===== config.mk =====
export PLATFORM = sky130hd
export DESIGN_NAME = mib_register_bank
export DESIGN_NICKNAME = d
export VERILOG_FILES = /design/src/pkg/mib_pkg.sv /design/src/logic/mib_register_bank.sv
export VERILOG_INCLUDE_DIRS = /design/src /design/src/pkg
export SDC_FILE = /design/constraint.sdc
export NUM_CORES = 1
export LEC_CHECK = 0
export ABC_AREA = 1
export BUFFER_PORTS_ARGS = -buffer_cell sky130_fd_sc_hd__buf_2
export CAP_MARGIN = 20
export CORE_MARGIN = 1
export CORE_UTILIZATION = 40
export DETAILED_ROUTE_END_ITERATION = 8
export GPL_TIMING_DRIVEN = 0
export HOLD_SLACK_MARGIN = 0.15
export MAX_ROUTING_LAYER = met4
export SETUP_SLACK_MARGIN = 0.15
export SLEW_MARGIN = 20
export SYNTH_ARGS = -nofsm -noshare
export SYNTH_HDL_FRONTEND = slang
export SYNTH_SLANG_ARGS = --single-unit

===== constraint.sdc =====
create_clock -name sys_clk -period 9.1 [get_ports sys_clk]
set_clock_uncertainty 0.05 [all_clocks]
set_input_delay 2.275 -clock sys_clk [delete_from_list [all_inputs] [get_ports sys_clk]]
set_output_delay 2.275 -clock sys_clk [all_outputs]
set_load 0.05 [all_outputs]

===== src/pkg/mib_regs.svh =====
// register offsets, field positions, codes and timing counts of the maintenance/ident bank
// assumes a 16-bit word-addressed register port and a 100 MHz system clock
`ifndef MIB_REGS_SVH
`define MIB_REGS_SVH

// ----------------------------------------------------------------
// word offsets
// ----------------------------------------------------------------
`define MIB_OFS_PROCESS_VALUE 16'h0027
`define MIB_OFS_PROCESS_MINIMUM 16'h002A
`define MIB_OFS_PROCESS_MAXIMUM 16'h002B
`define MIB_OFS_MINIMUM_CLEAR 16'h0041
`define MIB_OFS_MAXIMUM_CLEAR 16'h0042
`define MIB_OFS_CONFIG_MODE_COMMAND 16'h0100
`define MIB_OFS_PANEL_CHANGE_FLAG 16'h0101
`define MIB_OFS_ORDER_CODE_TEXT 16'h0168
`define MIB_OFS_IDENT_NUMBER_HIGH 16'h0172
`define MIB_OFS_IDENT_NUMBER_LOW 16'h0173
`define MIB_OFS_IDENT_SERIAL 16'h0174
`define MIB_OFS_OEM_NUMBER_HIGH 16'h0175
`define MIB_OFS_OEM_NUMBER_LOW 16'h0176
`define MIB_OFS_SOFTWARE_ORDER_DIGITS 16'h0177
`define MIB_OFS_PEAK_TEMPERATURE 16'h017C
`define MIB_OFS_NVM_LAYOUT_VERSION 16'h017D
`define MIB_OFS_DIAGNOSIS_RESULT 16'h017E
`define MIB_OFS_TOTAL_RUN_HOURS 16'h0186
`define MIB_OFS_TOTAL_CYCLES_OUT_ONE 16'h0187
`define MIB_OFS_TOTAL_CYCLES_OUT_TWO 16'h0188
`define MIB_OFS_PERIOD_RUN_HOURS 16'h018A
`define MIB_OFS_PERIOD_CYCLES_OUT_ONE 16'h018B
`define MIB_OFS_PERIOD_CYCLES_OUT_TWO 16'h018C

// ----------------------------------------------------------------
// command codes and fields
// ----------------------------------------------------------------
`define MIB_CFG_END 16'h0000
`define MIB_CFG_START 16'h0001
`define MIB_CFG_ABORT 16'h0002
`define MIB_DIAG_SELFTEST_LSB 0
`define MIB_DIAG_HOURS_BIT 4
`define MIB_DIAG_CYCLES_BIT 5
`define MIB_FLAG_BIT 0

// ----------------------------------------------------------------
// reset values and timing
// ----------------------------------------------------------------
`define MIB_RST_WORD 16'h0000
`define MIB_RST_LONG 32'h0000_0000
`define MIB_RST_TEMP 16'h8000
`define MIB_HOUR_S 3600
`define MIB_CLK_HZ 100000000
`define MIB_HOUR_CYCLES (64'(`MIB_HOUR_S) * 64'(`MIB_CLK_HZ))

`endif


===== src/pkg/mib_pkg.sv =====
// types shared by the maintenance/ident register bank
// assumes nothing beyond a SystemVerilog elaborator
`default_nettype none

package mib_pkg;
	typedef enum logic {MIB_CFG_RUN, MIB_CFG_EDIT} mib_cfg_state_type;
	typedef logic [31:0] mib_long_type;
endpackage : mib_pkg

`default_nettype wire


===== src/logic/mib_register_bank.sv =====
// maintenance, diagnosis and identity register bank behind a word-addressed register port
// assumes process value, temperature, faults and acks come from logic on sys_clk,
// while output_one/output_two are pins and are synchronised here
`default_nettype none
`include "mib_regs.svh"

module mib_register_bank #(
	parameter logic [63:0] HOUR_CYCLES = `MIB_HOUR_CYCLES,
	parameter logic [31:0] PERIOD_HOURS_LIMIT = 32'h0000_2710,
	parameter logic [31:0] PERIOD_CYCLES_LIMIT = 32'h000F_4240,
	parameter logic [15:0] IDENT_HIGH = 16'h1234, // arbitrary value
	parameter logic [15:0] IDENT_LOW = 16'h5678, // arbitrary value
	parameter logic [15:0] IDENT_SERIAL = 16'h0001, // arbitrary value
	parameter logic [15:0] OEM_HIGH = 16'h0000, // arbitrary value
	parameter logic [15:0] OEM_LOW = 16'h0000, // arbitrary value
	parameter logic [15:0] SW_DIGITS = 16'h1234, // arbitrary value
	parameter logic [15:0] NVM_VERSION = 16'h0001, // arbitrary value
	parameter logic [119:0] ORDER_TEXT = "ORDER-0000-0000" // arbitrary value
) (
	input wire logic sys_clk,
	input wire logic reset_n,
	input wire logic [15:0] reg_addr,
	input wire logic [2:0] reg_sub,
	input wire logic reg_wr,
	input wire logic reg_rd,
	input wire logic [15:0] reg_wdata,
	output logic [15:0] reg_rdata_ff,
	output logic reg_ack_ff,
	input wire logic [31:0] process_value_in,
	input wire logic process_valid,
	input wire logic [15:0] temp_sample,
	input wire logic temp_valid,
	input wire logic [3:0] selftest_fault,
	input wire logic diag_ack,
	input wire logic hours_limit_ack,
	input wire logic cycles_limit_ack,
	input wire logic panel_edit,
	input wire logic output_one,
	input wire logic output_two,
	output logic config_active_ff,
	output logic config_apply_ff,
	output logic config_abort_ff,
	output logic panel_change_flag_ff
);

	// ----------------------------------------------------------------
	// register port decode
	// ----------------------------------------------------------------
	wire logic wr_cfg = reg_wr && (reg_addr == `MIB_OFS_CONFIG_MODE_COMMAND);
	wire logic wr_flag = reg_wr && (reg_addr == `MIB_OFS_PANEL_CHANGE_FLAG);
	wire logic wr_min_clr = reg_wr && (reg_addr == `MIB_OFS_MINIMUM_CLEAR) && reg_wdata[0];
	wire logic wr_max_clr = reg_wr && (reg_addr == `MIB_OFS_MAXIMUM_CLEAR) && reg_wdata[0];
	wire logic [1:0] wr_per_cyc;
	assign wr_per_cyc[0] = reg_wr && (reg_addr == `MIB_OFS_PERIOD_CYCLES_OUT_ONE);
	assign wr_per_cyc[1] = reg_wr && (reg_addr == `MIB_OFS_PERIOD_CYCLES_OUT_TWO);

	// ----------------------------------------------------------------
	// configuration mode
	// ----------------------------------------------------------------
	mib_pkg::mib_cfg_state_type cfg_state_ff;
	mib_pkg::mib_cfg_state_type nxt_cfg_state;
	logic [15:0] cfg_code_ff;
	wire logic cfg_legal = (reg_wdata == `MIB_CFG_END) || (reg_wdata == `MIB_CFG_START)
		|| (reg_wdata == `MIB_CFG_ABORT);
	wire logic cfg_take = wr_cfg && cfg_legal;
	wire logic cfg_apply = cfg_take && (reg_wdata == `MIB_CFG_END)
		&& (cfg_state_ff == mib_pkg::MIB_CFG_EDIT);
	wire logic cfg_abort = cfg_take && (reg_wdata == `MIB_CFG_ABORT)
		&& (cfg_state_ff == mib_pkg::MIB_CFG_EDIT);

	always_comb begin
		nxt_cfg_state = cfg_state_ff;
		unique case (cfg_state_ff)
			mib_pkg::MIB_CFG_RUN: begin
				if (cfg_take && (reg_wdata == `MIB_CFG_START))
					nxt_cfg_state = mib_pkg::MIB_CFG_EDIT;
			end
			mib_pkg::MIB_CFG_EDIT: begin
				if (cfg_apply || cfg_abort)
					nxt_cfg_state = mib_pkg::MIB_CFG_RUN;
			end
		endcase
	end

	always_ff @(posedge sys_clk or negedge reset_n) begin
		if (!reset_n) begin
			cfg_state_ff <= mib_pkg::MIB_CFG_RUN;
			cfg_code_ff <= `MIB_CFG_END;
			config_active_ff <= 1'b0;
			config_apply_ff <= 1'b0;
			config_abort_ff <= 1'b0;
		end else begin
			cfg_state_ff <= nxt_cfg_state;
			cfg_code_ff <= cfg_take ? reg_wdata : cfg_code_ff;
			config_active_ff <= (nxt_cfg_state == mib_pkg::MIB_CFG_EDIT);
			config_apply_ff <= cfg_apply;
			config_abort_ff <= cfg_abort;
		end
	end

	// ----------------------------------------------------------------
	// front-panel change flag
	// ----------------------------------------------------------------
	// a panel edit in the same cycle as a master write wins, so no edit is lost
	wire logic nxt_panel_flag = panel_edit
		|| (wr_flag ? reg_wdata[`MIB_FLAG_BIT] : panel_change_flag_ff);

	always_ff @(posedge sys_clk or negedge reset_n) begin
		if (!reset_n)
			panel_change_flag_ff <= 1'b0;
		else
			panel_change_flag_ff <= nxt_panel_flag;
	end

	// ----------------------------------------------------------------
	// process value and min/max tracking
	// ----------------------------------------------------------------
	logic [31:0] pv_ff;
	logic [31:0] min_ff;
	logic [31:0] max_ff;
	wire logic min_lower = $signed(process_value_in) < $signed(min_ff);
	wire logic max_higher = $signed(process_value_in) > $signed(max_ff);
	wire logic [31:0] nxt_min = (process_valid && (min_lower || wr_min_clr)) ? process_value_in
		: (wr_min_clr ? pv_ff : min_ff);
	wire logic [31:0] nxt_max = (process_valid && (max_higher || wr_max_clr)) ? process_value_in
		: (wr_max_clr ? pv_ff : max_ff);

	always_ff @(posedge sys_clk or negedge reset_n) begin
		if (!reset_n) begin
			pv_ff <= `MIB_RST_LONG;
			min_ff <= `MIB_RST_LONG;
			max_ff <= `MIB_RST_LONG;
		end else begin
			pv_ff <= process_valid ? process_value_in : pv_ff;
			min_ff <= nxt_min;
			max_ff <= nxt_max;
		end
	end

	// ----------------------------------------------------------------
	// peak temperature
	// ----------------------------------------------------------------
	logic [15:0] peak_temp_ff;
	wire logic temp_higher = temp_valid && ($signed(temp_sample) > $signed(peak_temp_ff));

	always_ff @(posedge sys_clk or negedge reset_n) begin
		if (!reset_n)
			peak_temp_ff <= `MIB_RST_TEMP;
		else
			peak_temp_ff <= temp_higher ? temp_sample : peak_temp_ff;
	end

	// ----------------------------------------------------------------
	// hour timebase and hour counters
	// ----------------------------------------------------------------
	logic [63:0] hour_cnt_ff;
	logic [31:0] total_hours_ff;
	logic [31:0] period_hours_ff;
	wire logic hour_tick = (hour_cnt_ff == (HOUR_CYCLES - 64'h1));
	// an hour that ends on the acknowledge cycle is counted into the new period
	wire logic [31:0] nxt_period_hours = hours_limit_ack ? {31'h0, hour_tick}
		: period_hours_ff + {31'h0, hour_tick};

	always_ff @(posedge sys_clk or negedge reset_n) begin
		if (!reset_n) begin
			hour_cnt_ff <= 64'h0;
			total_hours_ff <= `MIB_RST_LONG;
			period_hours_ff <= `MIB_RST_LONG;
		end else begin
			hour_cnt_ff <= hour_tick ? 64'h0 : hour_cnt_ff + 64'h1;
			total_hours_ff <= total_hours_ff + {31'h0, hour_tick};
			period_hours_ff <= nxt_period_hours;
		end
	end

	// ----------------------------------------------------------------
	// switching-cycle counters, one set per output
	// ----------------------------------------------------------------
	wire logic [1:0] out_pins = {output_two, output_one};
	logic [31:0] tot_live_ff [2];
	logic [31:0] tot_vis_ff [2];
	logic [31:0] per_live_ff [2];
	logic [31:0] per_vis_ff [2];
	wire logic [1:0] per_over;

	genvar gi;
	generate
		for (gi = 0; gi < 2; gi++) begin : g_out
			logic sync1_ff;
			logic sync2_ff;
			logic prev_ff;
			wire logic rise = sync2_ff && !prev_ff;
			wire logic per_clr = cycles_limit_ack || wr_per_cyc[gi];
			wire logic [31:0] nxt_per = per_clr ? {31'h0, rise}
				: per_live_ff[gi] + {31'h0, rise};
			// a count being cleared this cycle no longer raises the limit bit,
			// otherwise the acknowledge could never clear its own diagnosis bit
			assign per_over[gi] = (per_live_ff[gi] >= PERIOD_CYCLES_LIMIT) && !per_clr;

			always_ff @(posedge sys_clk or negedge reset_n) begin
				if (!reset_n) begin
					sync1_ff <= 1'b0;
					sync2_ff <= 1'b0;
					prev_ff <= 1'b0;
					tot_live_ff[gi] <= `MIB_RST_LONG;
					tot_vis_ff[gi] <= `MIB_RST_LONG;
					per_live_ff[gi] <= `MIB_RST_LONG;
					per_vis_ff[gi] <= `MIB_RST_LONG;
				end else begin
					sync1_ff <= out_pins[gi];
					sync2_ff <= sync1_ff;
					prev_ff <= sync2_ff;
					tot_live_ff[gi] <= tot_live_ff[gi] + {31'h0, rise};
					tot_vis_ff[gi] <= hour_tick ? tot_live_ff[gi] : tot_vis_ff[gi];
					per_live_ff[gi] <= nxt_per;
					per_vis_ff[gi] <= per_clr ? `MIB_RST_LONG
						: (hour_tick ? per_live_ff[gi] : per_vis_ff[gi]);
				end
			end
		end
	endgenerate

	// ----------------------------------------------------------------
	// diagnosis result
	// ----------------------------------------------------------------
	logic [15:0] diag_ff;
	wire logic hours_over = (period_hours_ff >= PERIOD_HOURS_LIMIT) && !hours_limit_ack;
	wire logic [15:0] diag_set = {10'h0, |per_over, hours_over, selftest_fault};
	wire logic [15:0] diag_clr = {10'h0, cycles_limit_ack, hours_limit_ack, {4{diag_ack}}};
	// a fault raised on the acknowledge cycle survives it
	wire logic [15:0] nxt_diag = (diag_ff & ~diag_clr) | diag_set;

	always_ff @(posedge sys_clk or negedge reset_n) begin
		if (!reset_n)
			diag_ff <= `MIB_RST_WORD;
		else
			diag_ff <= nxt_diag;
	end

	// ----------------------------------------------------------------
	// read path
	// ----------------------------------------------------------------
	logic [31:0] snap_ff;
	logic [31:0] wide_val;
	logic wide_hit;
	logic [15:0] narrow_val;
	wire logic [127:0] order_pad = {ORDER_TEXT, 8'h00};
	wire logic [127:0] order_shift = order_pad >> {(3'h7 - reg_sub), 4'h0};
	wire logic [15:0] order_word = order_shift[15:0];

	always_comb begin
		wide_hit = 1'b1;
		unique case (reg_addr)
			`MIB_OFS_PROCESS_VALUE: wide_val = pv_ff;
			`MIB_OFS_PROCESS_MINIMUM: wide_val = min_ff;
			`MIB_OFS_PROCESS_MAXIMUM: wide_val = max_ff;
			`MIB_OFS_TOTAL_RUN_HOURS: wide_val = total_hours_ff;
			`MIB_OFS_TOTAL_CYCLES_OUT_ONE: wide_val = tot_vis_ff[0];
			`MIB_OFS_TOTAL_CYCLES_OUT_TWO: wide_val = tot_vis_ff[1];
			`MIB_OFS_PERIOD_RUN_HOURS: wide_val = period_hours_ff;
			`MIB_OFS_PERIOD_CYCLES_OUT_ONE: wide_val = per_vis_ff[0];
			`MIB_OFS_PERIOD_CYCLES_OUT_TWO: wide_val = per_vis_ff[1];
			default: begin
				wide_val = `MIB_RST_LONG;
				wide_hit = 1'b0;
			end
		endcase
	end

	always_comb begin
		unique case (reg_addr)
			`MIB_OFS_CONFIG_MODE_COMMAND: narrow_val = cfg_code_ff;
			`MIB_OFS_PANEL_CHANGE_FLAG: narrow_val = {15'h0, panel_change_flag_ff};
			`MIB_OFS_ORDER_CODE_TEXT: narrow_val = order_word;
			`MIB_OFS_IDENT_NUMBER_HIGH: narrow_val = IDENT_HIGH;
			`MIB_OFS_IDENT_NUMBER_LOW: narrow_val = IDENT_LOW;
			`MIB_OFS_IDENT_SERIAL: narrow_val = IDENT_SERIAL;
			`MIB_OFS_OEM_NUMBER_HIGH: narrow_val = OEM_HIGH;
			`MIB_OFS_OEM_NUMBER_LOW: narrow_val = OEM_LOW;
			`MIB_OFS_SOFTWARE_ORDER_DIGITS: narrow_val = SW_DIGITS;
			`MIB_OFS_PEAK_TEMPERATURE: narrow_val = peak_temp_ff;
			`MIB_OFS_NVM_LAYOUT_VERSION: narrow_val = NVM_VERSION;
			`MIB_OFS_DIAGNOSIS_RESULT: narrow_val = diag_ff;
			default: narrow_val = `MIB_RST_WORD;
		endcase
	end

	// sub-word 0 returns the high half and freezes the whole value, so the low half
	// read next belongs to the same sample even if the counter moved in between
	wire logic snap_take = reg_rd && wide_hit && (reg_sub == 3'h0);
	wire logic [15:0] rd_word = !wide_hit ? narrow_val
		: ((reg_sub == 3'h0) ? wide_val[31:16] : snap_ff[15:0]);

	always_ff @(posedge sys_clk or negedge reset_n) begin
		if (!reset_n) begin
			snap_ff <= `MIB_RST_LONG;
			reg_rdata_ff <= `MIB_RST_WORD;
			reg_ack_ff <= 1'b0;
		end else begin
			snap_ff <= snap_take ? wide_val : snap_ff;
			reg_rdata_ff <= reg_rd ? rd_word : reg_rdata_ff;
			reg_ack_ff <= reg_rd || reg_wr;
		end
	end

endmodule : mib_register_bank

`default_nettype wire


Word-level counts from Yosys, hierarchy flattened

Cells that the tools add are included.

Flip-flop bits (word level): 571
Bits of input ports: 99
Output and inout bits: 21
Logic and storage cells: 142

Add/sub/neg operators: 8
$lt $le $gt $ge: 6
Equality and inequality tests: 24
Shifts and indexed selects: 1
Multiplexer cells: 21
Bitwise operators: 4
Reduce and logical (&&, ||, !) cells: 48

Operators with widths:

| cell                   | number |
|---|---|
| $mux 32                | 11 |
| $pmux 32 s9            | 1 |
| $eq 16x9->1 const B    | 16 |
| $add 32x1->32          | 6 |
| $pmux 16 s8            | 1 |
| $shr 127x7->16 const A | 1 |
| $add 64x1->64 const B  | 1 |
| $eq 64x39->1 const B   | 1 |
| $ge 32x20->1 const B   | 2 |
| $mux 64                | 1 |
| $eq 16x6->1 const B    | 3 |
| $eq 16x7->1 const B    | 2 |
| $ge 32x14->1 const B   | 1 |
| $gt 32x32->1           | 1 |
| $lt 32x32->1           | 1 |
| $mux 16                | 2 |
| $logic_and 1x1->1      | 24 |
| $and 16x16->16         | 1 |
| $eq 16x1->1 const B    | 1 |
| $eq 16x2->1 const B    | 1 |
| $gt 16x16->1           | 1 |
| $logic_not 16->1       | 1 |
| $not 6->16             | 1 |
| $or 16x6->16           | 1 |
| 10 further kinds       | 30 |

Logic depth before layout (Yosys ltp)

Gate-level depths: netlist of run 1.

Depth in word-level cells: 9
Gate-level depth with buffers: 22
Gate-level depth less buffers: 22

Least setup slack after synthesis of run 1

OpenSTA, ideal clock, no wires.

Path kind: input to register
Start point: input process_value_in[31]
End point: register min_ff[10]
Setup time: 0.065 ns
Data arrival time: 3.928 ns
Required time: 8.985 ns
Setup slack: 5.057 ns
Stages on the path: 11
Path buffers: 1
Cells stage by stage: ha_1 -> nand2_1 -> nor4_1 -> and3_1 -> nand2_1 -> nand2_1 -> nand2_1 -> nand3_1 -> clkbuf_1 -> nand3_1 -> nand2_1

Longest elaborated chain between the ends: 4
Elaborated cells on any way between the ends: 5
Classes of those cells: order compare: 1; mux: 1; reduce/logical: 3

Ends and longest elaborated chain:

| what                                         | RTL line                 | RTL |
|---|---|---|
| start: declaration                           | mib_register_bank.sv:29  | `input wire logic [31:0] process_value_in,` |
| $lt 32x32->1 (*)                             | mib_register_bank.sv:121 | `wire logic min_lower = $signed(process_value_in) < $signed(min_ff);` |
| $logic_or 1x1->1 (*)                         | mib_register_bank.sv:123 | `wire logic [31:0] nxt_min = (process_valid && (min_lower \|\| wr_min_clr)) ? process_value_in` |
| $logic_and 1x1->1 (*)                        | mib_register_bank.sv:123 |  |
| $mux 32 or $reduce_bool 2->1 (tied branches) | -                        |  |
| end signal: assignment                       | mib_register_bank.sv:131 | `` min_ff <= `MIB_RST_LONG; `` |
| end signal: assignment                       | mib_register_bank.sv:135 | `min_ff <= nxt_min;` |
| end: declaration                             | mib_register_bank.sv:119 | `logic [31:0] min_ff;` |

Every way passes the cells marked *; elsewhere a longest branch is shown, timed or not.
A chain may end at the register's enable or synchronous reset.

Worst setup path after layout of run 1

Start point: input reg_addr[7]
End point: register min_ff[26]

Longest elaborated chain between the ends: 6
Elaborated cells on any way between the ends: 7
Classes of those cells: eq/ne: 1; mux: 1; reduce/logical: 5

Ends and longest elaborated chain:

| what                                         | RTL line                 | RTL |
|---|---|---|
| start: declaration                           | mib_register_bank.sv:22  | `input wire logic [15:0] reg_addr,` |
| $eq 16x7->1 (no source line) (*)             | -                        |  |
| $logic_and 1x1->1 (*) (2 in series)          | mib_register_bank.sv:51  | `` wire logic wr_min_clr = reg_wr && (reg_addr == `MIB_OFS_MINIMUM_CLEAR) && reg_wdata[0]; `` |
| $logic_or 1x1->1                             | mib_register_bank.sv:123 |  |
| $logic_and 1x1->1                            | mib_register_bank.sv:123 |  |
| $mux 32 or $reduce_bool 2->1 (tied branches) | -                        |  |

Marked as above.

==> results of run 1 <==
-- cell usage after synthesis, drive strengths merged --
cell type / number
a2111oi: 2
a211oi: 3
a21boi: 4
a21o: 1
a21oi: 128
a221oi: 5
a22oi: 12
a31oi: 12
and2: 1
and3: 7
buf: 48
clkbuf: 60
clkinv: 3
dfrtp: 560
dfstp: 1
ha: 97
inv: 658
nand2: 719
nand3: 288
nand3b: 3
nand4: 84
nor2: 406
nor3: 163
nor3b: 8
nor4: 76
o211a: 1
o211ai: 28
o21a: 17
o21ai: 227
o21bai: 5
o221ai: 3
o22ai: 119
o41ai: 1
or2: 9
xnor2: 6
xor2: 153
-- metrics by stage --
| stage | total power (uW) | TNS, ns |
|---|---|---|
| 5_1_grt | 7090 | 0 |
| 3_3_place_gp | 4080 | -3565.84 |
| 3_5_place_dp | 4120 | 0 |
| 2_1_floorplan | 3650 | 0 |
| 4_1_cts | 6800 | 0 |
| 6_report | 6750 | 0 |
-- per-layer routing --
layer  vias up  track usage (%)  routed length [um]
met3       184             2.84                5010
met5         -                -                   0
li1      13211                -                   -
met4         0             10.1                3990
met1     13201             35.2               45600
met2       796             42.7               47700
-- where the power goes --
part | internal, uW | total (uW) | leakage (uW) | switching [uW]
sequential | 2710 | 2850 | 0.00744 | 136
clock | 1530 | 2670 | 0.00108 | 1140
combinational | 387 | 1230 | 0.00776 | 844
-- kinds of logic after synthesis --
logic type / Yosys count / share of synthesized area, %
and+or+nand+nor: 1764 / 25.5
buffers and inverters: 769 / 9.62
AOI/OAI and AO/OA: 568 / 10.8
DFF: 561 / 45.6
xor gates and xnor gates: 159 / 4.52
adders and majority gates: 97 / 3.94
-- worst max path at each step --
stage / start / end / slack (ns)
detailed placement: reg_addr[7] / min_ff[26] / 4.06
floorplan: process_value_in[31] / min_ff[10] / 5.06
finish: reg_addr[7] / min_ff[26] / 4.56
CTS: reg_addr[7] / min_ff[26] / 4.71
global route: hour_cnt_ff[0] / total_hours_ff[30] / 4.45
global placement: reset_n / hour_cnt_ff[53] / -6.50
-- critical path, cell delays in order --
cell and delay, ns:
buf_2 0.11, inv_1 0.08, nand2_1 0.09, inv_1 0.06, nand4_1 0.15, nor4_1 0.68, nand2_1 0.44, inv_1 0.27
clkbuf_1 0.56, nand2_1 0.11, nand2_1 0.12, inv_1 0.05, nand2_1 0.05
-- placed cells by master, fill, tap and decap left out, types with 10 or more instances in the layout --
| cell | instances |
|---|---|
| o211ai_1 | 28 |
| o22ai_2 | 12 |
| o21ai_0 | 189 |
| o22ai_1 | 107 |
| nor3_1 | 157 |
| nor2_1 | 387 |
| nor4_1 | 70 |
| ha_1 | 97 |
| nor2_2 | 13 |
| clkbuf_16 | 67 |
| inv_1 | 642 |
| nand3_1 | 285 |
| nand4_1 | 83 |
| clkbuf_8 | 15 |
| dfrtp_1 | 560 |
| buf_1 | 10 |
| buf_2 | 147 |
| o21ai_1 | 30 |
| nand2_1 | 711 |
| a31oi_1 | 12 |
| a22oi_1 | 12 |
| a21oi_1 | 128 |
| inv_2 | 16 |
| clkinv_2 | 17 |
| xor2_1 | 153 |
| o21a_1 | 17 |
| clkbuf_1 | 73 |
-- final cells by class --
type                    instances  area (um2)  share of cell area [%]
clock inverters                26         239                   0.682
repair buffers                122         756                    2.16
multi-input cells            2588       13800                    39.4
well taps                    1030        1290                    3.68
inverters                     661        2480                    7.09
plain buffers                 108         483                    1.38
clock buffers                  95        1930                    5.51
flip-flops and latches        561       14000                    40.1
-- state kept, by name, summed over array words and instances, names as in the netlist, 6 cells and up --
| register | count |
|---|---|
| per_vis_ff | 64 |
| reg_rdata_ff | 16 |
| max_ff | 32 |
| hour_cnt_ff | 64 |
| cfg_code_ff | 16 |
| peak_temp_ff | 16 |
| tot_live_ff | 64 |
| total_hours_ff | 32 |
| pv_ff | 32 |
| diag_ff | 6 |
| period_hours_ff | 32 |
| tot_vis_ff | 64 |
| per_live_ff | 64 |
| snap_ff | 16 |
| min_ff | 32 |
==> results.yml, run 1 <==
global_route:
  antenna_found_initial: 0
  grt_remaining_overflow: 0
  globalRouteTotalUtil_pct: 26.8
  grt_pass1_wl_mm: 156
  grt_max_degree: 99
  grt_pass1_vias: 26585
setup_path:
  r2r-end: "total_hours_ff[30]"
  r2r-start: "hour_cnt_ff[48]"
  cp_max_fo: 10
  crit_path_end_kind: "flop"
  crit_type: "in2reg"
  worstPathArrival_ns: 5.05
  r2r_slack_ns: 4.74
  r2r_cells: 18
  worstPathRequired_ns: 9.61
  setup.worst_path.start_class: "input pin"
min_path:
  hold_path_class: "reg2reg"
  holdPathStages: 0
  worstHoldStart: "g_out[0].sync1_ff"
  min_delay_worst_endpoint: "g_out[0].sync2_ff"
place:
  gp_congestion: 1.01
  place_ws_ns: 4.06
  dpl.cell_count: 5070
  portBuffers: 116
  post_dp_cell_area_mm2: 0.0329
  dp_hpwl_mm: 79.1
die:
  die_h_um: 280
  die_w_um: 280
  fp.coreArea_mm2: 0.0761
  ioPinCount: 120
  dieArea_mm2: 0.0782
  initial_core_util_pct: 40.5
  rows: 101
route:
  wl_per_cell_um: 19.7
  drtAntennaViolNets: 0
  post_drt_via_cell_ratio: 5.28
  drc: 0
  drt-total-wl_mm: 102
  drt_iter0_markers: 2277
  vias: 27392
  firstDrtPassIters: 6
power_and_ir_drop:
  p_leak_uw: 0.0163
  p_per_area_mw_per_mm2: 193
  ir_drop_v: 0.000142
clock_network:
  cts_root_buffer: "clkbuf_16"
  cts_tree: "built"
  cts_buffers: 67
  cts_setup_buffers: 0
  clk_latency_ns: 0.63
  cts-hold-fix-buffers: 0
  clkSinkCount: 561
  post_cts_resize_count: 0
  h-tree-depth: 3
  clk_pin_slew_ns: 0.05
  clock_path_buffers: 3
sta:
  hold-worst-slack_ns: 0.298
  rsz0062_at_grt: "no"
  setup_slack_ns: 4.56
  hold_viol: 0
  max_freq_ghz: 0.220
  worst_pin_slew_ns: 1.01
  min_period_ns: 4.54
  setup_violations: 0
  fin_crit_sh_pct: 49.9
  drv_slew: 0
  max-slew-margin-rel_pct: 32.2
synthesis:
  synthDistinctLibCells: 53
  yosysTopAreaCell: "dfrtp_1"
  yosysWarnings: 0
  syn_avg_cell_area_um2: 7.87
  syn_nets: 4114
  yosys_register_bits: 561
  netlist_area_mm2: 0.0308
  syn_inst: 3918
  ys_top_cells_by_area: "dfrtp_1, nand2_1, inv_1"
  synth_top_area_share_pct: 45.5
  seq_area_frac_synth_pct: 45.6
finish:
  syn2layout_area_growth_pct: 13.7
  fillCellCount: 7690
  layoutNonFillerInstCount: 5191
  finalInstanceArea_mm2: 0.0350
  num-nets-final: 4305
  drive_gt1_share_pct: 8.58
  finish.utilization_pct: 46.1
  insertedDiodeCount: 0
run:
  max_cap_violations: 0
outcome:
  outcome: "finished, final reports clean"
(Power assumes the default switching activity.)
==> inputs of run 2 (changes only) <==
==> constraint.sdc (replaced) <==
create_clock -name sys_clk -period 3.8 [get_ports sys_clk]
set_clock_uncertainty 0.05 [all_clocks]
set_input_delay 0.95 -clock sys_clk [delete_from_list [all_inputs] [get_ports sys_clk]]
set_output_delay 0.95 -clock sys_clk [all_outputs]
set_load 0.05 [all_outputs]
==> results.yml, run 2 (synthesis gave the netlist of run 1 again) <==
outcome:
  outcome: "finished, final reports clean"
global_route:
  grt_pass1_wl_mm: 157
  grt_remaining_overflow: 0
  globalRouteTotalUtil_pct: 26.9
  grt_pass1_vias: 26700
  grt_max_degree: 99
  antenna_found_initial: 0
die:
  die_w_um: 280
  fp.coreArea_mm2: 0.0761
  dieArea_mm2: 0.0782
  ioPinCount: 120
  rows: 101
  die_h_um: 280
  initial_core_util_pct: 40.5
sta:
  min_period_ns: 3.51
  hold_viol: 0
  drv_slew: 0
  rsz0062_at_grt: "yes"
  hold-worst-slack_ns: 0.180
  tns_ns: 0
  max_freq_ghz: 0.285
  worst_pin_slew_ns: 0.991
  fin_crit_sh_pct: 92.3
  max-slew-margin-rel_pct: 33.4
  setup_slack_ns: 0.291
  setup_violations: 0
place:
  place_ws_ns: -0.517
  dp_hpwl_mm: 79.1
  gp_congestion: 1.01
  portBuffers: 116
  post_dp_cell_area_mm2: 0.0329
route:
  wl_per_cell_um: 19.7
  drc: 0
  drtAntennaViolNets: 0
  drt-total-wl_mm: 103
  post_drt_via_cell_ratio: 5.29
  firstDrtPassIters: 5
  drt_iter0_markers: 2225
  vias: 27587
clock_network:
  clkSinkCount: 561
  cts_root_buffer: "clkbuf_16"
  cts-hold-fix-buffers: 0
  h-tree-depth: 3
  clock_path_buffers: 3
  clk_latency_ns: 0.63
  cts_tree: "built"
  clk_pin_slew_ns: 0.06
  cts_buffers: 67
run:
  max_cap_violations: 0
finish:
  num-nets-final: 4327
  fillCellCount: 7681
  final_common_cell: "nand2_1"
  final_cell_mix: "nand2_1, inv_1, dfrtp_1"
  insertedDiodeCount: 0
  syn2layout_area_growth_pct: 14.9
  finalInstanceArea_mm2: 0.0354
  drive_gt1_share_pct: 9.87
setup_path:
  worstPathArrival_ns: 3.97
  setup.worst_path.start_class: "flop"
  cp_max_fo: 5
  worstPathRequired_ns: 4.26
  crit_top_cell: "nor2_4"
  crit_type: "reg2reg"
  path_cells: "nor4_4 -> nand3_2 -> nor4_4 -> and3_4 -> ha_2 -> ha_2 -> nand2_1 -> nor2_2 -> nand3_2 -> nor2_4 -> nand2_2 -> nor2_4 -> nand2_4 -> nor2_4 -> nand3_4 -> nor2_4 -> nand3_1 -> xor2_1"
  crit_path_end_kind: "flop"
  max_stage_delay_ns: 0.45
  worst_path_max_delay_cell: "dfrtp_2"
power_and_ir_drop:
  ir_drop_v: 0.000340
  p_per_area_mw_per_mm2: 456
  p_leak_uw: 0.0165
min_path:
  hold_path_class: "in2async"
-- run 2: changes by cell type in the layout (fill, tap and decap cells not counted), sizes merged --
cell,before,now
buf,170,192
clkinv,21,20
inv,664,665
-- run 2: path summary, 6_finish.rpt --
path	start	slack, ns	cells after the start	to
min reg2reg	g_out[0].sync1_ff	0.30	0	g_out[0].sync2_ff
max reg2reg	hour_cnt_ff[51]	0.29	18	total_hours_ff[30]
max	hour_cnt_ff[51]	0.29	18	total_hours_ff[30]
min	reset_n	0.18	1	pv_ff[20]
max in group asynchronous	reset_n	1.79	4	hour_cnt_ff[52]
min in group sys_clk	g_out[0].sync1_ff	0.30	0	g_out[0].sync2_ff
-- run 2: area by class of cell --
type | instances | area, um2 | area share (%)
clock inverter | 26 | 239 | 0.675
buffer | 108 | 483 | 1.36
sequential | 561 | 14000 | 39.7
tap | 1030 | 1290 | 3.64
timing repair buffer | 144 | 921 | 2.60
inverter | 661 | 2490 | 7.02
clock buffer | 95 | 1930 | 5.46
multi-input combinational | 2588 | 14000 | 39.6
-- run 2: report_power, final --
part	total, uW	switching, uW	internal (uW)
registers	6820	325	6490
logic	2950	2020	928
clock network	6390	2740	3660
-- run 2: per-layer routing --
metal  vias up  GRT usage [%]  part of all wire (%)  wire, um
met2       796           42.9                    47     47900
met1     13326           35.2                    44     45600
met3       197           2.94                   5.1      5190
met4         0           10.2                   4.0      4110
met5         -              -                     0         0
li1      13268              -                     -         -
-- run 2: stage by stage --
step / instances / power [uW] / utilization (%)
2_1_floorplan: 3918 / 8750 / -
3_3_place_gp: 5064 / 9770 / 43.0
3_5_place_dp: 5070 / 9860 / 43.2
4_1_cts: 5198 / 16300 / 46.2
5_1_grt: 5213 / 17000 / 46.5
6_report: 5213 / 16200 / 46.5
-- run 2: critical path, delay by kind of cell, from the launching register on --
family,cells,cell delay (ns)
XOR/XNOR,1,0.15
flip-flops,1,0.45
AND/OR/NAND/NOR,15,2.35
adder cells (fa/ha/maj),2,0.37
-- run 2: timing repair --
item | 4_1_cts | 5_1_grt
gates resized for setup | 20 | 31
endpoints found under the setup margin | 30 | 26
setup buffers | 7 | 15
pin swaps | 7 | 19
endpoints found under the hold margin | 0 | 0
